$ cat src/hdl/cp_xfer_pkg.sv
// Package: constants and types for the coprocessor data transfer sequencer
package cp_xfer_pkg;

   localparam int ADDR_W = 32;
   localparam int DATA_W = 32;

   // Offsets from the instruction address, and the step between word addresses
   localparam logic [31:0] FETCH_OFFSET = 32'h0000_0008;
   localparam logic [31:0] RESUME_OFFSET = 32'h0000_000c;
   localparam logic [31:0] WORD_STEP = 32'h0000_0004;

   // Access size code for a word
   localparam logic [1:0] SIZE_WORD = 2'h2;

   // Values after reset
   localparam logic [31:0] ADDR_RESET = 32'h0000_0000;

   // Request from the instruction pipeline
   typedef struct packed {
      logic [31:0] pc;
      logic [31:0] base;
      logic [31:0] offset;
      logic offset_sub;
      logic pre_index;
      logic write_back;
      logic to_memory;
   } xfer_req_type;

   // Memory bus outputs
   typedef struct packed {
      logic [31:0] addr;
      logic [1:0] size;
      logic write_not_read;
      logic mem_request_n;
      logic sequential_access;
      logic opcode_fetch_n;
   } mem_bus_type;

   typedef enum logic [4:0] {
      ST_IDLE = 5'b00001,
      ST_ISSUE = 5'b00010,
      ST_WAIT = 5'b00100,
      ST_XFER = 5'b01000,
      ST_TRAP = 5'b10000
   } seq_state_type;

endpackage

$ cat src/hdl/cp_addr_gen.sv
// Transfer address computation: start address and base write-back value
`timescale 1ns/1ps
module cp_addr_gen (
   // Operands
   input wire logic [31:0] base_i,
   input wire logic [31:0] offset_i,
   input wire logic offset_sub_i,
   input wire logic pre_index_i,
   // Results
   output logic [31:0] start_addr_o,
   output logic [31:0] new_base_o
);
   wire logic [31:0] indexed;
   assign indexed = offset_sub_i ? base_i - offset_i : base_i + offset_i;
   assign start_addr_o = pre_index_i ? indexed : base_i;
   assign new_base_o = indexed;
endmodule // cp_addr_gen

$ cat src/hdl/cp_xfer_seq.sv
// Sequencer for coprocessor data transfers, both directions
//
// Summary of operation
// - Busy low starts issuing transfer addresses
// - One word per sequential memory cycle
// - First and wait cycles compute start address
// - Base write-back happens in the first transfer cycle
// - Stores sequence exactly like loads
// - Stores drive write-not-read high on transfers
// - Never issued in compressed instruction state
// - Wait cycles: pc+8, no request until busy drops, instr low
// - Instr high through transfers; last ends
// - Incrementing word addresses; sequential except last
// - First cycle drives pc+8 with instr low, requesting only if busy is already low
// - Then drive pc+8 on the address bus, requesting only in the cycle busy drops
// - Keep waiting while busy stays high
// - Absent and busy high means undefined trap
`timescale 1ns/1ps
module cp_xfer_seq (
   // Clock and reset
   input wire logic clk_sys_i,
   input wire logic sys_rst_i,
   input wire logic clk_en_i,
   // Instruction request
   input wire logic start_i,
   input wire cp_xfer_pkg::xfer_req_type req_i,
   input wire logic compressed_instr_state_i,
   output logic busy_o,
   output logic done_o,
   output logic undef_trap_o,
   output logic rejected_o,
   // Base register write-back
   output logic wb_valid_o,
   output logic [31:0] wb_value_o,
   // Memory bus
   output cp_xfer_pkg::mem_bus_type mem_o,
   // Coprocessor handshake
   output logic coproc_instr_n_o,
   input wire logic coproc_absent_i,
   input wire logic coproc_busy_i,
   // Data words: load side gives memory data, store side takes it
   input wire logic [31:0] mem_rdata_i,
   input wire logic [31:0] coproc_data_word_i,
   output logic [31:0] coproc_data_word_o,
   output logic [31:0] mem_wdata_o
);

   cp_xfer_pkg::seq_state_type state_r, state_nxt;
   cp_xfer_pkg::xfer_req_type req_r;
   logic [31:0] xfer_addr_r;
   logic [31:0] xfer_addr_nxt;
   logic [31:0] rdata_r;
   logic [31:0] wdata_r;
   logic done_r;
   logic trap_r;
   logic wb_valid_r;
   logic [31:0] wb_value_r;

   wire logic [31:0] start_addr;
   wire logic [31:0] new_base;
   wire logic [31:0] fetch_addr;
   wire logic [31:0] resume_addr;
   wire logic in_idle;
   wire logic in_issue;
   wire logic in_wait;
   wire logic in_xfer;
   wire logic hs_commit;
   wire logic hs_absent;
   wire logic hs_last;
   wire logic accept;

   cp_addr_gen u_addr (
      .base_i(req_r.base),
      .offset_i(req_r.offset),
      .offset_sub_i(req_r.offset_sub),
      .pre_index_i(req_r.pre_index),
      .start_addr_o(start_addr),
      .new_base_o(new_base)
   );

   assign in_idle = (state_r == cp_xfer_pkg::ST_IDLE);
   assign in_issue = (state_r == cp_xfer_pkg::ST_ISSUE);
   assign in_wait = (state_r == cp_xfer_pkg::ST_WAIT);
   assign in_xfer = (state_r == cp_xfer_pkg::ST_XFER);

   assign fetch_addr = req_r.pc + cp_xfer_pkg::FETCH_OFFSET;
   assign resume_addr = req_r.pc + cp_xfer_pkg::RESUME_OFFSET;

   // Handshake decode on the coprocessor lines
   assign hs_commit = !coproc_absent_i && !coproc_busy_i;
   assign hs_absent = coproc_absent_i && coproc_busy_i;
   assign hs_last = coproc_absent_i && coproc_busy_i;

   // A start in compressed state is refused outright
   assign accept = start_i && in_idle && !compressed_instr_state_i;

   always_comb begin
      state_nxt = state_r;
      unique case (state_r)
         cp_xfer_pkg::ST_IDLE: begin
            if (accept) begin
               state_nxt = cp_xfer_pkg::ST_ISSUE;
            end
         end
         cp_xfer_pkg::ST_ISSUE, cp_xfer_pkg::ST_WAIT: begin
            // Absent low, busy high holds us here
            if (hs_commit) begin
               state_nxt = cp_xfer_pkg::ST_XFER;
            end else if (hs_absent) begin
               state_nxt = cp_xfer_pkg::ST_TRAP;
            end else begin
               state_nxt = cp_xfer_pkg::ST_WAIT;
            end
         end
         cp_xfer_pkg::ST_XFER: begin
            // Word count is whatever the coprocessor says
            if (hs_last) begin
               state_nxt = cp_xfer_pkg::ST_IDLE;
            end
         end
         cp_xfer_pkg::ST_TRAP: begin
            state_nxt = cp_xfer_pkg::ST_IDLE;
         end
      endcase
   end

   // Address steps one word per transfer cycle
   assign xfer_addr_nxt = ((in_issue || in_wait) ? start_addr
                           : xfer_addr_r + cp_xfer_pkg::WORD_STEP);

   // Memory bus drive: issue/wait at pc+8, transfers at xfer address
   always_comb begin
      mem_o.size = cp_xfer_pkg::SIZE_WORD;
      mem_o.addr = resume_addr;
      mem_o.write_not_read = 1'b0;
      mem_o.mem_request_n = 1'b0;
      mem_o.sequential_access = 1'b0;
      mem_o.opcode_fetch_n = 1'b1;
      coproc_instr_n_o = 1'b1;
      if (in_issue || in_wait) begin
         mem_o.addr = fetch_addr;
         mem_o.opcode_fetch_n = in_wait;
         coproc_instr_n_o = 1'b0;
         // Request only once busy drops in this cycle
         mem_o.mem_request_n = !hs_commit;
      end else if (in_xfer) begin
         mem_o.addr = xfer_addr_r;
         mem_o.write_not_read = req_r.to_memory;
         mem_o.sequential_access = !hs_last;
      end else if (in_idle || state_r == cp_xfer_pkg::ST_TRAP) begin
         // Trap entry fetches belong to the exception logic, not to us
         mem_o.mem_request_n = 1'b1;
      end
   end

   always_ff @(posedge clk_sys_i or posedge sys_rst_i) begin
      if (sys_rst_i) begin
         state_r <= cp_xfer_pkg::ST_IDLE;
         req_r <= '0;
         xfer_addr_r <= cp_xfer_pkg::ADDR_RESET;
      end else if (clk_en_i) begin
         state_r <= state_nxt;
         if (accept) begin
            req_r <= req_i;
         end
         if (in_issue || in_wait || in_xfer) begin
            xfer_addr_r <= xfer_addr_nxt;
         end
      end
   end

   // Data words registered one per transfer cycle
   always_ff @(posedge clk_sys_i or posedge sys_rst_i) begin
      if (sys_rst_i) begin
         rdata_r <= '0;
         wdata_r <= '0;
      end else if (clk_en_i && in_xfer) begin
         rdata_r <= mem_rdata_i;
         wdata_r <= coproc_data_word_i;
      end
   end

   // Coprocessor word passes straight to memory in its own cycle
   assign mem_wdata_o = in_xfer ? coproc_data_word_i : wdata_r;
   assign coproc_data_word_o = in_xfer ? mem_rdata_i : rdata_r;

   // Write-back lands during the first transfer cycle, not an extra one
   always_ff @(posedge clk_sys_i or posedge sys_rst_i) begin
      if (sys_rst_i) begin
         wb_valid_r <= 1'b0;
         wb_value_r <= '0;
         done_r <= 1'b0;
         trap_r <= 1'b0;
      end else if (clk_en_i) begin
         wb_valid_r <= (in_issue || in_wait) && hs_commit
                       && req_r.write_back;
         if ((in_issue || in_wait) && hs_commit) begin
            wb_value_r <= new_base;
         end
         done_r <= in_xfer && hs_last;
         trap_r <= (in_issue || in_wait) && hs_absent;
      end
   end

   assign wb_valid_o = wb_valid_r;
   assign wb_value_o = wb_value_r;
   assign done_o = done_r;
   assign undef_trap_o = trap_r;
   assign busy_o = !in_idle;
   assign rejected_o = start_i && in_idle && compressed_instr_state_i;

endmodule // cp_xfer_seq

$ cat config.mk
export PLATFORM = sky130hd
export DESIGN_NAME = cp_xfer_seq
export DESIGN_NICKNAME = d
export VERILOG_FILES = /design/src/hdl/cp_xfer_pkg.sv /design/src/hdl/cp_addr_gen.sv /design/src/hdl/cp_xfer_seq.sv
export SDC_FILE = /design/constraint.sdc
export NUM_CORES = 1
export LEC_CHECK = 0
export ABC_AREA = 0
export ABC_CLOCK_PERIOD_IN_PS = 8510
export BUFFER_PORTS_ARGS = -buffer_cell sky130_fd_sc_hd__clkbuf_2
export CELL_PAD_IN_SITES_DETAIL_PLACEMENT = 1
export CELL_PAD_IN_SITES_GLOBAL_PLACEMENT = 2
export CORE_ASPECT_RATIO = 1.75
export CORE_MARGIN = 2
export CORE_UTILIZATION = 30
export CTS_CLUSTER_SIZE = 20
export DETAILED_ROUTE_END_ITERATION = 8
export PLACE_DENSITY = 0.82
export SLEW_MARGIN = 25
export SYNTH_ARGS = -nofsm -noshare
export SYNTH_HDL_FRONTEND = slang
export SYNTH_SLANG_ARGS = --single-unit
export TNS_END_PERCENT = 5
$ cat constraint.sdc
create_clock -name clk_sys_i -period 8.51 [get_ports clk_sys_i]
set_input_delay 1.702 -clock clk_sys_i [delete_from_list [all_inputs] [get_ports clk_sys_i]]
set_output_delay 1.702 -clock clk_sys_i [all_outputs]
set_load 0.01 [all_outputs]
# Word level (Yosys, flattened, before mapping)
# Cells that the tools add are included.
# W data, S select, Z words.
[word_totals]
elab_cells = 72
out_inout_bits = 140
inputBits = 171
register_bits = 236
[op_classes]
reduce_logical = 24
add_sub_neg = 5
mux = 21
n_eq_ne = 7
[ops]
columns = ["operator", "count"]
rows = [
  ["$mux W32", 7],
  ["$add A32 B4 Y32 const B", 2],
  ["$add A32 B3 Y32 const B", 1],
  ["$add A32 B32 Y32", 1],
  ["$sub A32 B32 Y32", 1],
  ["$mux W5", 4],
  ["$pmux W5 S4", 1],
  ["$logic_and A1 B1 Y1", 10],
  ["$mux W1", 9],
  ["$logic_not A1 Y1", 6],
  ["$reduce_and A2 Y1", 3],
  ["$eq A5 B1 Y1 const B", 1],
  ["$eq A5 B2 Y1 const B", 1],
  ["$eq A5 B3 Y1 const B", 1],
  ["$eq A5 B4 Y1 const B", 1],
  ["$eq A5 B5 Y1 const B", 1],
  ["$ne A2 B1 Y1 const B", 2],
  ["$logic_or A1 B1 Y1", 3],
  ["$reduce_and A3 Y1", 1],
  ["$reduce_or A2 Y1", 1],
]

# Longest topological paths before layout
[logic_depth]
ltp_word = 5
depth_mapped = 17
depth_no_buf = 16

# Cells and area by module
# From an unflattened synthesis, not the netlist that was laid out.
[hier_totals]
hier_cells = 1745
hier_area_um2 = 15254.6
[by_module_without_submodules]
columns = ["mod", "n_inst", "cells_each", "area_per_inst_um2", "seq_area_each_um2"]
rows = [
  ["cp_xfer_seq", 1, 1312, 12266.8, 5906.9],
  ["cp_addr_gen", 1, 433, 2987.9, 0.0],
]

# Worst setup path before layout
# Ideal clock, no wire load.
[synth_path]
path_kind = "input to output"
start = "input port coproc_absent_i"
end = "output port mem_o[2] (netlist bit)"
arrival_time_ns = 2.398
setup_slack_ns = 4.410
path_buffers = 0
stages = 7
t_required_ns = 6.808
cell_sequence = "inv_1 -> ha_1 -> nor2_1 -> a22oi_1 -> nor2_1 -> a21oi_1 -> nor2_1"
[synth_lines]
columns = ["element", "line_no", "text"]
rows = [
  ["start, declared", "cp_xfer_seq.sv:39", "input wire logic coproc_absent_i,"],
  ["end, declared", "cp_xfer_seq.sv:36", "output cp_xfer_pkg::mem_bus_type mem_o,"],
]

==> flow_metrics.py <==
metrics = {
    "setup_path": {
        "cp.buffers_inverters": 3,
        "critPathSlowestCell": "dfrtp_1",
        "end_kind": "output pin",
        "crit_arrival_ns": 3.58,
        "start_kind": "flip-flop",
        "worstSetupPathType": "flip-flop to output pin",
        "crit_required_ns": 6.81,
        "critPathMaxStageDelay_ns": 0.65,
        "cp_cell_sequence": "nor3_1, and2_2, inv_2, buf_4, and3_1, nand4_1, a21oi_1, xnor2_1, o21ai_0, clkbuf_2",
        "crit_path_max_fanout": 66,
        "cp_top_family": "simple AND/OR/NAND/NOR gates",
    },
    "floorplanning": {
        "start_util_pct": 30.4,
        "io_pins": 311,
        "rows": 106,
        "fp.dieArea_um2": 50300,
        "die_h_um": 295,
        "core_um2": 47900,
        "die_x_um": 170,
    },
    "flow_run": {
        "maxCapViolations": 0,
    },
    "synth": {
        "synth-seq-cells": 236,
        "synth_top_flop_cell": "dfrtp_1",
        "synth_top_cell_by_area": "dfrtp_1",
        "ys_seq_area_share_pct": 40.6,
        "synth-warning-count": 0,
        "yosys.area_share.simple_pct": 19.0,
        "synth-async-reset-ratio_pct": 100,
        "synth_compound_area_share_pct": 15.1,
        "synth_cell_types": 78,
        "synth_edf_count": 0,
        "synthAdderAreaFrac_pct": 3.49,
        "synthMuxAreaShare_pct": 13.4,
        "synthesis.area_um2": 14600,
        "synthTopCellsByArea": "dfrtp_1 (40%), mux2_2 (13%), nand2_1 (8.7%)",
        "syn_inst": 1637,
        "syn_area_per_cell_um2": 8.89,
        "syn-num-nets": 1848,
        "synth_top_family_by_area": "simple AND/OR/NAND/NOR gates",
        "synth_top_area_share_pct": 40.4,
        "synth_xor_area_share_pct": 4.75,
    },
    "clock_tree": {
        "cts_made_buffers": 25,
        "clock_latency_ns": 0.57,
        "postCtsSetupBuffers": 0,
        "ctsResizeCount": 0,
        "cts_sinks": 236,
        "max-clock-path-buffers": 3,
        "clk_pin_slew_worst_paths_ns": 0.06,
        "cts.hold.buffers_added": 0,
        "cts.htree.levels": 1,
        "cts_tree": "yes",
        "cts-root-buf": "clkbuf_16",
    },
    "drt": {
        "dr_total_vias": 13200,
        "drtAntennaViolNets": 0,
        "drt-total-wl_um": 51000,
        "vias_per_cell": 5.16,
        "first_pass_iters": 4,
        "wire_per_inst_um": 20.0,
        "drt_iter0_drc": 617,
        "drc_errors": 0,
    },
    "timing": {
        "clock_skew_ns": 0.0221,
        "slew_headroom_pct": 32.8,
        "finalSetupViolCount": 0,
        "maxSlewViolCount": 0,
        "finalHoldViolations": 0,
        "period_needed_ns": 5.28,
        "hold-worst-slack_ns": 0.484,
        "fmax_mhz": 189,
        "grt_setup_unrepaired": "false",
        "tns_ns": 0,
        "finalCritPeriodShare_pct": 62.0,
        "tightest_slew_ns": 0.998,
    },
    "cells_and_area": {
        "final_common_cell": "nand2_1",
        "nNetsFinal": 2099,
        "antennaDiodeCount": 0,
        "drive_above_1_share_pct": 29.3,
        "final_cell_mix": "nand2_1 (336), clkbuf_2 (308), dfrtp_1 (234)",
        "num-fill-cells": 5676,
        "area_growth_syn_to_layout_pct": 19.9,
    },
    "global_route": {
        "grt_pass1_vias": 14000,
        "grt_start_max_net_pins": 118,
        "grt_use_total_pct": 20.0,
        "grt_pass1_wl_um": 79000,
        "grt_overflow": 0,
        "antenna_found_initial": 0,
    },
    "placement": {
        "gp_congestion": 0.862,
        "dpl.hpwl_um": 39500,
        "io_buffers": 308,
    },
    "run_status": {
        "status": "completed",
    },
    "hold_path": {
        "hold_class": "flip-flop to flip-flop",
    },
}
[registers in the layout, indices dropped and copies added (netlist names)]
| name | flops |
|---|---|
| wb_valid_o | 1 |
| xfer_addr_r | 32 |
| req_r | 100 |
| wdata_r | 32 |
| rdata_r | 32 |
| wb_value_o | 32 |
| done_o | 1 |
| state_r | 5 |
| undef_trap_o | 1 |
[synth_stat cells (6+ instances only)]
| cell | count |
|---|---|
| o21a_1 | 6 |
| buf_2 | 14 |
| nand2b_1 | 7 |
| ha_1 | 39 |
| and3_1 | 17 |
| inv_1 | 36 |
| xnor2_1 | 61 |
| a22oi_1 | 12 |
| nor3_1 | 29 |
| a31oi_1 | 20 |
| mux2_2 | 170 |
| a221oi_1 | 7 |
| nor2b_1 | 8 |
| clkbuf_1 | 72 |
| a21oi_1 | 115 |
| and2_1 | 6 |
| buf_1 | 7 |
| nand2_1 | 337 |
| o22ai_1 | 17 |
| nor2_1 | 110 |
| nand3_1 | 43 |
| a22o_1 | 6 |
| nand4_1 | 25 |
| o21ai_0 | 102 |
| dfrtp_1 | 235 |
| xor2_1 | 16 |
| a21o_1 | 16 |
| a211oi_1 | 6 |
[per-stage QoR]
| step | setup WS (ns) | area (um^2) | cells | utilization (%) |
|---|---|---|---|---|
| after floorplan | 0.335 | 14600 | 1637 | - |
| after global placement | 3.91 | 16600 | 2509 | 34.7 |
| after detailed placement | 3.81 | 16600 | 2509 | 34.8 |
| after CTS | 3.20 | 17400 | 2554 | 36.4 |
| after global routing | 2.92 | 17400 | 2554 | 36.4 |
| final | 3.23 | 17400 | 2554 | 36.4 |
[logic make-up (layout without fill, tap and decap cells)]
kind of cell / count (synthesis) / after routing
buf+inv: 133 / 402
mux: 173 / 173
xor+xnor: 78 / 78
compound gates: 360 / 360
simple gates: 615 / 615
fa+ha+maj: 40 / 40
flops: 236 / 236
other cells: 2 / 2
[worst paths after layout]
path / cells past startpoint / slack (ns) / to / start
min in group asynchronous: 2 / 1.31 / rdata_r[23] / sys_rst_i
worst min-delay path: 2 / 0.48 / wb_value_o[6] / wb_value_o[6]
worst min register to register: 2 / 0.48 / wb_value_o[6] / wb_value_o[6]
worst max register to register: 13 / 4.21 / xfer_addr_r[30] / req_r[9]
worst max-delay path: 10 / 3.23 / mem_o[25] / state_r[3]
max in group asynchronous: 3 / 5.72 / xfer_addr_r[5] / sys_rst_i
[area by class of cell]
| type | instances | area [um^2] | area share (%) |
|---|---|---|---|
| clock buffer | 34 | 689 | 3.95 |
| clock inverter | 11 | 115 | 0.660 |
| tap | 648 | 811 | 4.65 |
| inverter | 36 | 143 | 0.818 |
| timing repair buffer | 321 | 1640 | 9.40 |
| sequential | 236 | 5910 | 33.9 |
| multi-input combinational | 1268 | 8140 | 46.7 |
[metal layers]
layer	up-vias	part of all wire [%]	global-route usage, %
li1	6252	-	-
met4	0	3.5	7.42
met2	322	54	38.6
met3	89	4.1	2.74
met5	-	0	0
met1	6503	39	21.8
[tightest hold or removal path: stages (launching register included)]
cell and delay (ns):
dfrtp_1 0.34, nand2_1 0.05, o21ai_0 0.06
Power is not shown: default switching activity piles up to over one toggle a cycle in this logic, so the estimate is an artifact.
